--- src/core/ecgtr_map.svh ---
`ifndef ECGTR_MAP_SVH
`define ECGTR_MAP_SVH
// register addresses on the serial register port
`define ECGTR_ADDR_HIGH_LIMIT 8'h0c
`define ECGTR_ADDR_LOW_LIMIT 8'h0d
`define ECGTR_ADDR_EDGE 8'h0e
`define ECGTR_ADDR_LEVEL 8'h0f
`define ECGTR_ADDR_CH1 8'h11
`define ECGTR_ADDR_CH2 8'h12
`define ECGTR_ADDR_CH3 8'h13
// field positions
`define ECGTR_MARGIN_MSB 19
`define ECGTR_MARGIN_LSB 16
`define ECGTR_LIMIT_MSB 15
`define ECGTR_LIMIT_LSB 0
`define ECGTR_TAG_LSB 24
// reset values (limits store bits 19:0, reserved 23:20 are not stored; edge and level store 23:0)
`define ECGTR_HIGH_RST 20'h0ffff
`define ECGTR_LOW_RST 20'h00000
`define ECGTR_EDGE_RST 24'h000000
`define ECGTR_LEVEL_RST 24'h000000
// scaling
`define ECGTR_MARGIN_SHIFT 6
`define ECGTR_LIMIT_SHIFT 9
`define ECGTR_SHORT_BITS 16
`endif

--- src/core/ecgtr_pkg.sv ---
package ecgtr_pkg;
  typedef enum logic [1:0] {
    ECGTR_RATE_2K = 2'b00,
    ECGTR_RATE_16K = 2'b01,
    ECGTR_RATE_128K = 2'b10,
    ECGTR_RATE_31HZ = 2'b11
  } ecgtr_rate_t;
endpackage : ecgtr_pkg

--- src/core/ecgtr_regs.sv ---
// Summary of operation
// - A conversion above full scale minus the high margin times 64 flags range error.
// - A conversion below zero scale plus the low margin times 64 flags range error.
// - In ac mode a value at or above the high limit times 512 codes flags lead-off.
// - In ac mode a value at or below the low limit times 512 codes flags lead-off.
// - Each pace channel has an 8-bit edge limit, zero meaning half the amplitude limit.
// - Each pace channel has a signed 8-bit level limit in LSBs.
// - Channel values are msb-justified in bits 23:0 at every rate.
// - Electrode and analog lead formats give unsigned values.
// - Digital lead format gives twos complement values.
// - At the fastest rate 16 bits are significant, otherwise 24.
// - A frame read at the fastest rate returns only the upper 16 bits of the read word: the address tag and sample bits 23:16.
// - A 2-bit field picks the rate, and the fastest rate forces electrode format.
`timescale 1ns/10ps
`include "ecgtr_map.svh"
module ecgtr_regs #(
  parameter int DW = 24
) (
  // clock and reset
  input wire logic sys_clk,
  input wire logic nrst,
  // serial register port, decoded
  input wire logic reg_wr,
  input wire logic reg_rd,
  input wire logic frame_rd,
  input wire logic [7:0] reg_addr,
  input wire logic [23:0] reg_wdata,
  output logic [31:0] reg_rdata,
  output logic reg_rvalid,
  output logic rd_short,
  // mode inputs
  input wire logic [1:0] output_rate_select,
  input wire logic output_format_select,
  input wire logic ac_leadoff_mode,
  input wire logic [7:0] pace_amplitude_limit,
  // conversions
  input wire logic [2:0] conv_valid,
  input wire logic [3*DW-1:0] conv_data,
  input wire logic [2:0] chan_enable,
  input wire logic flag_clear,
  // results
  output logic [2:0] range_err,
  output logic [2:0] leadoff,
  output logic [23:0] pace_edge_eff,
  output logic [23:0] pace_level_limits
);
  ////////////////////////////////////////////////////////////////////////////
  logic [19:0] ac_leadoff_high_limit, ac_leadoff_low_limit;
  logic [23:0] pace_edge_limits;
  logic [19:0] next_high, next_low;
  logic [23:0] next_edge, next_level, next_edge_eff;
  logic [31:0] next_rdata;
  logic next_rvalid, next_short;
  logic fast, signed_fmt;
  logic [DW-1:0] sample [3];

  always_comb begin
    fast = output_rate_select == ecgtr_pkg::ECGTR_RATE_128K;
    // fastest rate only runs in electrode format
    signed_fmt = !output_format_select && !fast;
  end

  ////////////////////////////////////////////////////////////////////////////
  always_comb begin
    next_high = ac_leadoff_high_limit;
    next_low = ac_leadoff_low_limit;
    next_edge = pace_edge_limits;
    next_level = pace_level_limits;
    if (reg_wr) begin
      // reserved nibble is not stored; host keeps it zero
      case (reg_addr)
        `ECGTR_ADDR_HIGH_LIMIT: next_high = reg_wdata[19:0];
        `ECGTR_ADDR_LOW_LIMIT: next_low = reg_wdata[19:0];
        `ECGTR_ADDR_EDGE: next_edge = reg_wdata;
        `ECGTR_ADDR_LEVEL: next_level = reg_wdata;
        default: next_high = ac_leadoff_high_limit;
      endcase
    end
    for (int i = 0; i < 3; i++) begin
      // zero picks half the amplitude limit
      if (pace_edge_limits[8*i +: 8] == 8'h00) begin
        next_edge_eff[8*i +: 8] = {1'b0, pace_amplitude_limit[7:1]};
      end else begin
        next_edge_eff[8*i +: 8] = pace_edge_limits[8*i +: 8];
      end
    end
  end

  always_ff @(posedge sys_clk or negedge nrst) begin
    if (!nrst) begin
      ac_leadoff_high_limit <= `ECGTR_HIGH_RST;
      ac_leadoff_low_limit <= `ECGTR_LOW_RST;
      pace_edge_limits <= `ECGTR_EDGE_RST;
      pace_level_limits <= `ECGTR_LEVEL_RST;
      pace_edge_eff <= 24'h000000;
    end else begin
      ac_leadoff_high_limit <= next_high;
      ac_leadoff_low_limit <= next_low;
      pace_edge_limits <= next_edge;
      pace_level_limits <= next_level;
      pace_edge_eff <= next_edge_eff;
    end
  end

  ////////////////////////////////////////////////////////////////////////////
  always_comb begin
    next_rdata = 32'h00000000;
    case (reg_addr)
      `ECGTR_ADDR_HIGH_LIMIT: next_rdata = {12'h000, ac_leadoff_high_limit};
      `ECGTR_ADDR_LOW_LIMIT: next_rdata = {12'h000, ac_leadoff_low_limit};
      `ECGTR_ADDR_EDGE: next_rdata = {8'h00, pace_edge_limits};
      `ECGTR_ADDR_LEVEL: next_rdata = {8'h00, pace_level_limits};
      `ECGTR_ADDR_CH1: next_rdata = {`ECGTR_ADDR_CH1, sample[0]};
      `ECGTR_ADDR_CH2: next_rdata = {`ECGTR_ADDR_CH2, sample[1]};
      `ECGTR_ADDR_CH3: next_rdata = {`ECGTR_ADDR_CH3, sample[2]};
      default: next_rdata = 32'h00000000;
    endcase
    next_short = 1'b0;
    if (frame_rd && fast) begin
      // frame slot is 16 bits wide: upper half moves to the low half
      next_rdata = {16'h0000, next_rdata[31:16]};
      next_short = 1'b1;
    end
    if (!reg_rd) begin
      next_rdata = reg_rdata;
      next_short = rd_short;
    end
    next_rvalid = reg_rd;
  end

  always_ff @(posedge sys_clk or negedge nrst) begin
    if (!nrst) begin
      reg_rdata <= 32'h00000000;
      reg_rvalid <= 1'b0;
      rd_short <= 1'b0;
    end else begin
      reg_rdata <= next_rdata;
      reg_rvalid <= next_rvalid;
      rd_short <= next_short;
    end
  end

  ////////////////////////////////////////////////////////////////////////////
  for (genvar g = 0; g < 3; g++) begin : g_chan
    ecgtr_chan #(.DW(DW)) u_chan (
      .sys_clk(sys_clk),
      .nrst(nrst),
      .conv_valid(conv_valid[g]),
      .conv_data(conv_data[DW*g +: DW]),
      .chan_enable(chan_enable[g]),
      .signed_fmt(signed_fmt),
      .short_word(fast),
      .ac_mode(ac_leadoff_mode),
      .high_margin(ac_leadoff_high_limit[`ECGTR_MARGIN_MSB:`ECGTR_MARGIN_LSB]),
      .low_margin(ac_leadoff_low_limit[`ECGTR_MARGIN_MSB:`ECGTR_MARGIN_LSB]),
      .high_limit(ac_leadoff_high_limit[`ECGTR_LIMIT_MSB:`ECGTR_LIMIT_LSB]),
      .low_limit(ac_leadoff_low_limit[`ECGTR_LIMIT_MSB:`ECGTR_LIMIT_LSB]),
      .flag_clear(flag_clear),
      .sample(sample[g]),
      .range_err(range_err[g]),
      .leadoff(leadoff[g])
    );
  end

  ////////////////////////////////////////////////////////////////////////////
  // checking helpers for channel one
  logic [DW:0] ob0;
  logic [3:0] hm, lm;
  logic take0;
  always_comb begin
    ob0 = {1'b0, (signed_fmt ? {~conv_data[DW-1], conv_data[DW-2:0]} : conv_data[DW-1:0])};
    hm = ac_leadoff_high_limit[`ECGTR_MARGIN_MSB:`ECGTR_MARGIN_LSB];
    lm = ac_leadoff_low_limit[`ECGTR_MARGIN_MSB:`ECGTR_MARGIN_LSB];
    take0 = conv_valid[0] && chan_enable[0];
  end

  property p_over;
    @(posedge sys_clk) disable iff (!nrst)
    (take0 && hm != 4'h0 && ob0 > ({1'b0, {DW{1'b1}}} - (DW+1)'(hm) * 64)) |=> range_err[0];
  endproperty
  a_over: assert property (p_over) else $error("overrange not flagged");

  property p_under;
    @(posedge sys_clk) disable iff (!nrst)
    (take0 && lm != 4'h0 && ob0 < (DW+1)'(lm) * 64) |=> range_err[0];
  endproperty
  a_under: assert property (p_under) else $error("underrange not flagged");

  property p_no_range;
    @(posedge sys_clk) disable iff (!nrst)
    (hm == 4'h0 && lm == 4'h0 && !range_err[0]) |=> !range_err[0];
  endproperty
  a_no_range: assert property (p_no_range) else $error("range flag with checks off");

  property p_lof_hi;
    @(posedge sys_clk) disable iff (!nrst)
    (take0 && ac_leadoff_mode && ob0 >= (DW+1)'(ac_leadoff_high_limit[15:0]) * 512)
      |=> leadoff[0];
  endproperty
  a_lof_hi: assert property (p_lof_hi) else $error("upper lead-off missed");

  property p_lof_lo;
    @(posedge sys_clk) disable iff (!nrst)
    (take0 && ac_leadoff_mode && ob0 <= (DW+1)'(ac_leadoff_low_limit[15:0]) * 512)
      |=> leadoff[0];
  endproperty
  a_lof_lo: assert property (p_lof_lo) else $error("lower lead-off missed");

  property p_tag;
    @(posedge sys_clk) disable iff (!nrst)
    (reg_rd && !frame_rd && reg_addr == `ECGTR_ADDR_CH2)
      |=> reg_rvalid && reg_rdata[31:24] == `ECGTR_ADDR_CH2;
  endproperty
  a_tag: assert property (p_tag) else $error("channel read lacks address tag");

  property p_short;
    @(posedge sys_clk) disable iff (!nrst)
    (take0 && fast) |=> sample[0][7:0] == 8'h00 ##1 (sample[0][7:0] == 8'h00 || $past(take0));
  endproperty
  a_short: assert property (p_short) else $error("fast rate kept low bits");

  property p_frame;
    @(posedge sys_clk) disable iff (!nrst)
    (reg_rd && frame_rd && fast) |=> rd_short && reg_rdata[31:16] == 16'h0000;
  endproperty
  a_frame: assert property (p_frame) else $error("frame read not shortened");

  property p_edge;
    @(posedge sys_clk) disable iff (!nrst)
    // nrst in the antecedent keeps the release edge, still in reset, out of it
    (nrst && pace_edge_limits[7:0] == 8'h00)
      |=> pace_edge_eff[7:0] == $past(pace_amplitude_limit) / 2;
  endproperty
  a_edge: assert property (p_edge) else $error("zero edge limit not halved");

  c_range: cover property (@(posedge sys_clk) disable iff (!nrst) $rose(range_err[0]));
  c_lof: cover property (@(posedge sys_clk) disable iff (!nrst) $rose(leadoff[1]));
  c_frame: cover property (@(posedge sys_clk) disable iff (!nrst) $rose(rd_short));
endmodule : ecgtr_regs

--- src/core/ecgtr_chan.sv ---
`timescale 1ns/10ps
`include "ecgtr_map.svh"
module ecgtr_chan #(
  parameter int DW = 24
) (
  // clock and reset
  input wire logic sys_clk,
  input wire logic nrst,
  // conversion input
  input wire logic conv_valid,
  input wire logic [DW-1:0] conv_data,
  input wire logic chan_enable,
  // configuration
  input wire logic signed_fmt,
  input wire logic short_word,
  input wire logic ac_mode,
  input wire logic [3:0] high_margin,
  input wire logic [3:0] low_margin,
  input wire logic [15:0] high_limit,
  input wire logic [15:0] low_limit,
  input wire logic flag_clear,
  // results
  output logic [DW-1:0] sample,
  output logic range_err,
  output logic leadoff
);
  logic [DW:0] ob, hi_thr, lo_thr, lof_hi_thr, lof_lo_thr;
  logic take, over, under, lof;
  logic [DW-1:0] next_sample;
  logic next_range_err, next_leadoff;

  always_comb begin
    // offset binary makes signed and unsigned share one comparator
    ob = {1'b0, (signed_fmt ? {~conv_data[DW-1], conv_data[DW-2:0]} : conv_data)};
    hi_thr = {1'b0, {DW{1'b1}}} - ((DW+1)'(high_margin) << `ECGTR_MARGIN_SHIFT);
    lo_thr = (DW+1)'(low_margin) << `ECGTR_MARGIN_SHIFT;
    lof_hi_thr = (DW+1)'(high_limit) << `ECGTR_LIMIT_SHIFT;
    lof_lo_thr = (DW+1)'(low_limit) << `ECGTR_LIMIT_SHIFT;
    over = (high_margin != 4'h0) && (ob > hi_thr);
    under = (low_margin != 4'h0) && (ob < lo_thr);
    lof = ac_mode && ((ob >= lof_hi_thr) || (ob <= lof_lo_thr));
    take = conv_valid && chan_enable;
    next_sample = sample;
    if (take) begin
      // msb-justified; at the fast rate only 16 bits carry meaning
      if (short_word) begin
        next_sample = {conv_data[DW-1 -: `ECGTR_SHORT_BITS],
                       (DW-`ECGTR_SHORT_BITS)'(0)};
      end else begin
        next_sample = conv_data;
      end
    end
    // a new event beats a clear in the same cycle
    next_range_err = (range_err && !flag_clear) || (take && (over || under));
    next_leadoff = (leadoff && !flag_clear) || (take && lof);
  end

  always_ff @(posedge sys_clk or negedge nrst) begin
    if (!nrst) begin
      sample <= '0;
      range_err <= 1'b0;
      leadoff <= 1'b0;
    end else begin
      sample <= next_sample;
      range_err <= next_range_err;
      leadoff <= next_leadoff;
    end
  end

  property p_set_beats_clear;
    @(posedge sys_clk) disable iff (!nrst)
    (take && (over || under) && flag_clear) |=> range_err;
  endproperty
  a_set_beats_clear: assert property (p_set_beats_clear)
    else $error("range flag lost when set and clear collide");
endmodule : ecgtr_chan

--- config.mk ---
export PLATFORM = sky130hd
export DESIGN_NAME = ecgtr_regs
export DESIGN_NICKNAME = d
export VERILOG_FILES = /design/src/core/ecgtr_pkg.sv /design/src/core/ecgtr_regs.sv /design/src/core/ecgtr_chan.sv
export VERILOG_INCLUDE_DIRS = /design/src /design/src/core
export SDC_FILE = /design/constraint.sdc
export NUM_CORES = 1
export LEC_CHECK = 0
export ABC_AREA = 1
export BUFFER_PORTS_ARGS = -buffer_cell sky130_fd_sc_hd__buf_4
export CORE_UTILIZATION = 62
export CTS_CLUSTER_SIZE = 20
export DETAILED_ROUTE_END_ITERATION = 7
export GPL_ROUTABILITY_DRIVEN = 1
export PLACE_DENSITY = 0.92
export SLEW_MARGIN = 20
export SYNTH_ARGS = -nofsm -noshare
export SYNTH_HDL_FRONTEND = slang
export SYNTH_SLANG_ARGS = --single-unit
--- constraint.sdc ---
create_clock -name sys_clk -period 4.6 [get_ports sys_clk]
set_clock_uncertainty 0.05 [all_clocks]
set_input_delay 0.69 -clock sys_clk [delete_from_list [all_inputs] [get_ports sys_clk]]
set_output_delay 0.69 -clock sys_clk [all_outputs]
set_load 0.02 [all_outputs]
==> impl_metrics.csv, run 1 <==
group,metric,value,unit
run_status,status,"finished with violations",
run_status,violations,"DRC",
pwr,p_clk_frac,0.397,
pwr,peakVddDrop,0.000301,V
clock_network,cts_setup_buffers,0,
routing,first_pass_iters,7,
placed_design,place_ws,1.40,ns
critical_path,cp.arrival,3.15,ns
pwr,power,5.10,mW
routing,via_count,13300,
critical_path,cpPeakStageDelay,0.56,ns
critical_path,worstSetupPathType,"input port to flop",
pwr,pwr_density_cell,325,nW/µm²
placed_design,place_inst,2178,
synthesis,synth-compound-area-share,0.105,
grt,antenna_found_initial,0,
synthesis,muxShareOfSynthArea,0,
critical_path,crit_chain,"buf_4 -> nand2_1 -> nand2_1 -> xor2_1 -> ha_1 -> a21oi_1 -> nand2_1 -> nand2_1 -> nand2_1 -> nor2_1 -> nand3_1 -> nand2_1 -> nand2_1",
pwr,leakagePower,8.31,nW
routing,route.detailed.drc,1,
clock_network,cts_tree,"built",
grt,track_usage,0.406,
cells_and_area,fin_cells,2222,
synthesis,synth_top_family_by_area,"simple AND/OR/NAND/NOR gates",
timing,worst_slack,1.83,ns
synthesis,ys_types,39,
critical_path,end_kind,"flop",
pwr,seq_power_share,0.431,
pwr,power_frac_comb,0.172,
routing,wire_per_inst,19.7,µm
critical_path,path_max_fanout,18,
floorplan,coreArea,21000,µm²
cells_and_area,area_growth,18.5,%
hold_path,hp-class,"input port to asynchronous set/reset pin",
synthesis,synth-simple-area-share,0.288,
synthesis,synth_flop_cell,"dfrtp_1",
synthesis,synth_edf_count,0,
critical_path,slowest_stage,"xor2_1",
flow_run,maxCapViolCount,0,
clock_network,cts_made_buffers,24,
floorplan,rows,53,
placed_design,port_buffers,209,
cells_and_area,nNetsFinal,2168,
floorplan,start_util,0.631,
synthesis,yosys.area.top_type_share,0.384,
synthesis,synth_top_cell_by_area,"dfrtp_1",
pwr,swShare,0.296,
synthesis,synth-seq-cells,219,
clock_network,cts_max_level,1,
grt,grt_first_pass_wirelength,67.9,mm
floorplan,die_h,148,µm
placed_design,dp_hpwl,32.4,mm
timing,fin_crit,2.77,ns
synthesis,ys_seq_area_frac,0.416,
routing,via_per_inst,5.99,
clock_network,clockBufferDepth,3,
pwr,power.switching,1.51,mW
synthesis,ys_warn_count,0,
clock_network,clk_pin_slew,0.07,ns
synthesis,yosys.area_share.xor_xnor,0.00133,
routing,wl,43.9,mm
clock_network,postCtsHoldBufs,0,
floorplan,die_area,21900,µm²
timing,rsz0062_at_grt,"no",
timing,post-route-period-util,0.602,
floorplan,io_pins,216,
timing,setup_tns,0,ns
timing,max_freq,361,MHz
critical_path,startpoint_type,"input port",
synthesis,synth.avg_cell_area,7.55,µm²
cells_and_area,drive_gt1_frac,0.160,
grt,grt_pass1_vias,12700,
clock_network,ctsResizeCount,0,
synthesis,synth_adder_area_share,0.105,
grt,grt_max_degree,129,
pwr,internal-power,3.59,mW
synthesis,yosys-top-cells-area,"dfrtp_1, nand2_1, ha_1",
synthesis,netlist_instances,1751,
critical_path,cp.required,4.98,ns
placed_design,gp_congestion,1.01,
timing,tightest_slew,1.01,ns
grt,globalRouteOverflowTotal,0,
timing,setup_viol,0,
synthesis,async_flop_share,1.00,
routing,drtAntennaViolNets,0,
timing,slew_headroom,0.328,
timing,finalMaxSlewViolations,0,
cells_and_area,fillers,1549,
clock_network,clk_latency,0.56,ns
cells_and_area,diodes,0,
floorplan,dieWidth,148,µm
clock_network,cts_root_buf,"clkbuf_16",
timing,final-hold-violation-count,0,
routing,first_iter_violations,1631,
clock_network,cts_sinks,219,
synthesis,syn_area,13200,µm²
cells_and_area,final_cell_area,15700,µm²
critical_path,crit_top_cell,"nand2_1",
placed_design,dpl_cell_area,14800,µm²
[area by class of cell]
class                      instances  area (µm²)  area share
sequential                       219        5500       0.351
clock inverter                    14         181      0.0116
inverter                         191         717      0.0458
clock buffer                      30         643      0.0411
tap                              275         344      0.0220
timing repair buffer             220        1670       0.107
multi-input combinational       1273        6610       0.422
[power groups by stage]
stage	Sequential [mW]	Clock, mW	Combinational [mW]
CTS	2.19	2.02	0.863
finish	2.20	2.02	0.877
detailed placement	2.22	0	0.852
global route	2.21	2.10	0.965
global placement	2.22	0	0.813
floorplan	2.26	0	0.414
[cells in the final DEF, fill, tap and decap left out, types with 4 or more instances in the layout]
cell       instances
or2_2              4
nor2_4             6
nor2_2             5
nand2_2            4
inv_1            184
a22o_1             8
nor3_1            15
a21oi_1           47
o21a_1             5
nor2_1           144
nand4_1           17
clkbuf_16         24
buf_4            218
nand2_1          519
ha_1             111
conb_1             5
o21ai_0          126
clkinv_2           6
o21bai_1          11
o22ai_1            4
dfstp_2           16
inv_2              5
nand3_1          169
clkbuf_1           4
dfrtp_1          203
nor4_1             7
o21ai_1           45
[synthesized netlist by cell type, types with 2 or more instances]
cell      count
nand2_1     519
dfrtp_1     203
inv_1       184
nand3_1     169
nor2_1      144
o21ai_0     126
ha_1        111
a21oi_1      47
o21ai_1      45
clkbuf_1     29
buf_4        19
buf_2        17
nand4_1      17
dfstp_2      16
nor3_1       15
o21bai_1     11
a22o_1        8
nor4_1        7
buf_6         6
nor2_4        6
inv_2         5
nor2_2        5
o21a_1        5
nand2_2       4
o22ai_1       4
or2_2         4
a21oi_2       3
nand2_4       3
nand3_2       3
o21ai_2       3
a21o_1        2
and2_1        2
clkinv_1      2
xor2_1        2
[stage by stage]
step                      utilization  hold slack, ns
after CTS                       0.747           0.285
after global routing            0.747           0.316
after global placement          0.708           0.393
after detailed placement        0.708           0.391
final                           0.747           0.233
after floorplan                     -           0.344
[critical path, delay by kind of cell]
kind | cells | cell delay, ns
buf+inv | 1 | 0.11
compound gates | 1 | 0.15
fa+ha+maj | 1 | 0.38
xor+xnor | 1 | 0.56
simple gates | 9 | 1.25
[state kept, by name, summed over array words and instances (netlist names)]
| signal | cells |
|---|---|
| pace_edge_limits | 24 |
| rd_short | 1 |
| pace_edge_eff | 24 |
| g_chan.u_chan.sample | 72 |
| ac_leadoff_high_limit | 20 |
| reg_rvalid | 1 |
| ac_leadoff_low_limit | 20 |
| g_chan.u_chan.range_err | 3 |
| g_chan.u_chan.leadoff | 3 |
| reg_rdata | 27 |
| pace_level_limits | 24 |
[metal layers]
layer / share of wire / vias up / global-route usage
met2: 0.45 / 890 / 0.639
met4: 0.069 / 0 / 0.258
met1: 0.37 / 6151 / 0.510
li1: - / 6020 / -
met3: 0.11 / 238 / 0.0840
met5: 0 / - / 0
[path summary, 6_finish.rpt]
kind / from / slack [ns] / cells past startpoint / end
worst max-delay path: output_rate_select[1] / 1.83 / 13 / g_chan[0].u_chan.leadoff
worst min-delay path: nrst / 0.23 / 1 / pace_edge_eff[23]
worst max register to register: ac_leadoff_high_limit[18] / 2.63 / 9 / g_chan[0].u_chan.range_err
worst min register to register: pace_edge_limits[7] / 0.42 / 0 / pace_edge_eff[7]
max in group asynchronous: nrst / 3.27 / 2 / g_chan[0].u_chan.sample[7]
min in group sys_clk: reg_rd / 0.32 / 1 / reg_rvalid
[logic make-up after synthesis]
family,count (synthesis)
DFF,219
and+or+nand+nor,900
other,1
adders and majority gates,111
xor gates and xnor gates,2
buffers and inverters,263
AOI/OAI and AO/OA,255
(Power assumes the default switching activity.)
==> inputs of run 2 (changes only) <==
Settings changed: ABC_AREA 1 to 0, CORE_UTILIZATION 62 to 57, PLACE_DENSITY 0.92 to 0.86.
Clock period 4.6 ns to 2.6 ns, I/O delays scaled along.
==> impl_metrics.csv, run 2 <==
group,metric,value,unit
placed_design,dp_hpwl,32.9,mm
floorplan,io_pins,216,
critical_path,slowest_stage,"dfstp_2",
routing,via_count,10900,
clock_network,clk_latency,0.53,ns
cells_and_area,layout_common_cells,"buf_4, dfrtp_1, ha_1",
timing,fin_crit,2.57,ns
synthesis,ys_types,68,
synthesis,synth_flop_cell,"dfrtp_1",
pwr,seq_power_share,0.427,
critical_path,ff2ff_setup_slack,0.03,ns
floorplan,rows,54,
clock_network,cts_tree,"built",
grt,track_usage,0.381,
hold_path,hp-class,"input port to flop",
timing,fin_hold_ws,0.0418,ns
routing,wl,42.9,mm
pwr,leakagePower,7.51,nW
pwr,p_clk_frac,0.378,
clock_network,clk_pin_slew,0.06,ns
timing,rsz0062_at_grt,"no",
floorplan,die_h,151,µm
clock_network,cts_root_buf,"clkbuf_16",
cells_and_area,largest_register_ffs,72,
routing,wire_per_inst,26.0,µm
grt,grt_max_degree,82,
routing,drtAntennaViolNets,0,
synthesis,yosysMostFrequentCell,"dfrtp_1",
critical_path,worstSetupPathType,"flop to flop",
critical_path,cpPeakStageDelay,0.55,ns
critical_path,end_kind,"flop",
routing,first_iter_violations,1217,
pwr,peakVddDrop,0.000553,V
synthesis,syn_area,12700,µm²
floorplan,start_util,0.583,
clock_network,cts_sinks,219,
routing,via_per_inst,6.60,
critical_path,r2r_cells,8,
critical_path,cp.buffers_inverters,1,
floorplan,dieWidth,151,µm
synthesis,synth_common_cells,"dfrtp_1, ha_1, mux2_2",
critical_path,r2r_end,"g_chan[0].u_chan.leadoff",
clock_network,cts_max_level,1,
synthesis,async_flop_share,1.00,
flow_run,maxCapViolCount,0,
timing,slew_headroom,0.527,
placed_design,place_ws,-0.260,ns
timing,setup_viol,0,
routing,route.detailed.drc,0,
run_status,status,"finished, final reports clean",
timing,finalMaxSlewViolations,0,
synthesis,synth_edf_count,0,
cells_and_area,largest_registers,"g_chan.u_chan.sample (72), reg_rdata (27)",
grt,grt_pass1_vias,10800,
synthesis,yosys.area.top_type_share,0.400,
critical_path,cp_top_family,"compound AO/OA/AOI/OAI gates",
cells_and_area,area_growth,22.3,%
synthesis,ys_warn_count,0,
cells_and_area,drive_gt1_frac,0.321,
critical_path,cp.arrival,2.96,ns
placed_design,port_buffers,209,
hold_path,hp-start,"reg_wdata[20]",
placed_design,gp_congestion,1.02,
grt,use_met3,0.0642,
cells_and_area,multi_input_area,6660,µm²
routing,first_pass_iters,5,
pwr,swShare,0.288,
cells_and_area,final_common_cell,"buf_4",
synthesis,ys_seq_area_frac,0.433,
floorplan,coreArea,21800,µm²
clock_network,cts_setup_buffers,0,
critical_path,r2r_start,"ac_leadoff_high_limit[1]",
floorplan,die_area,22900,µm²
clock_network,cts_made_buffers,24,
cells_and_area,fillers,1487,
cells_and_area,seq_area,5500,µm²
synthesis,netlist_instances,1125,
pwr,power.switching,2.66,mW
pwr,pwr_density_cell,594,nW/µm²
pwr,internal-power,6.59,mW
grt,grt_first_pass_wirelength,63.9,mm
grt,antenna_found_initial,1,
timing,worst_slack,0.0306,ns
grt,top_usage_layer,"met2",
timing,post-route-period-util,0.988,
timing,tightest_slew,0.709,ns
cells_and_area,nNetsFinal,1595,
critical_path,crit_chain,"inv_1 -> ha_1 -> nand4_1 -> nor4_1 -> a211oi_1 -> o21ai_0 -> nand3_1 -> a31oi_1",
synthesis,yosys-top-cells-area,"dfrtp_1, ha_1, mux2_2",
grt,gr-usage-met2,0.581,
clock_network,clockBufferDepth,3,
grt,globalRouteOverflowTotal,0,
cells_and_area,diodes,0,
synthesis,synth.avg_cell_area,11.3,µm²
hold_path,min_delay_path_depth,2,
critical_path,cp.required,2.99,ns
critical_path,startpoint_type,"flop",
synthesis,synth-seq-cells,219,
cells_and_area,top_register,"g_chan.u_chan.sample",
pwr,power_frac_comb,0.195,
grt,met1_usage,0.512,
critical_path,crit_cells,8,
hold_path,hold_path_end,"pace_level_limits[20]",
critical_path,path_max_fanout,3,
timing,final-hold-violation-count,0,
timing,max_freq,389,MHz
synthesis,synth_top_cell_by_area,"dfrtp_1",
run 2: worst register-to-register path: stages (launching register included):
cell	delay, ns
dfstp_2	0.55
inv_1	0.09
ha_1	0.31
nand4_1	0.16
nor4_1	0.46
a211oi_1	0.20
o21ai_0	0.38
nand3_1	0.12
a31oi_1	0.17
run 2: cells by family (layout without fill, tap and decap cells):
group                      Yosys count  after routing  synth area share
AOI/OAI and AO/OA                  265            265             0.140
xor gates and xnor gates             3              3           0.00207
adders and majority gates          111            111             0.109
buffers and inverters              116            360            0.0450
DFF                                219            219             0.433
muxes                              174            174             0.172
other                                1              5          0.000295
and+or+nand+nor                    236            236            0.0992
run 2: worst max path at each step:
stage	startpoint	endpoint	slack [ns]
after floorplan	output_rate_select[1]	g_chan[1].u_chan.leadoff	0.15
after global placement	output_rate_select[0]	g_chan[2].u_chan.leadoff	-0.15
after detailed placement	output_rate_select[0]	g_chan[1].u_chan.leadoff	-0.26
after CTS	ac_leadoff_high_limit[1]	g_chan[0].u_chan.leadoff	0.17
after global routing	ac_leadoff_high_limit[1]	g_chan[0].u_chan.leadoff	0.04
final	ac_leadoff_high_limit[1]	g_chan[0].u_chan.leadoff	0.03
run 2: per-stage QoR:
stage / setup TNS (ns) / area (µm²) / power [mW] / utilization / cells
2_1_floorplan: 0 / 12700 / 4.85 / - / 1129
3_3_place_gp: -0.293 / 14700 / 5.68 / 0.675 / 1609
3_5_place_dp: -0.507 / 14700 / 5.74 / 0.675 / 1609
4_1_cts: 0 / 15600 / 9.20 / 0.713 / 1653
5_1_grt: 0 / 15600 / 9.51 / 0.713 / 1653
6_report: 0 / 15600 / 9.24 / 0.713 / 1653
run 2: final cells by class:
type                    instances  share of cell area
clock inverters                12             0.00748
multi-input cells             794               0.428
clock buffers                  31              0.0442
inverters                      56              0.0135
flip-flops and latches        219               0.354
repair buffers                261               0.131
well taps                     280              0.0225
run 2: timing repair:
item / CTS / global route
hold buffers: 1 / 0
endpoints found under the hold margin: 72 / 0
gates resized for setup: 0 / 0
run 2: metal layers:
metal	up-vias	wire, µm	part of all wire
met5	-	0	0
met4	0	2600	0.061
met3	182	4510	0.11
met2	742	19400	0.45
met1	5322	16400	0.38
li1	4672	-	-
run 2: power groups by stage:
stage	logic, mW	registers [mW]	clock network, mW
6_report	1.80	3.94	3.50
3_3_place_gp	1.70	3.98	0
2_1_floorplan	0.831	4.02	0
3_5_place_dp	1.75	3.99	0
5_1_grt	1.93	3.97	3.61
4_1_cts	1.77	3.94	3.49
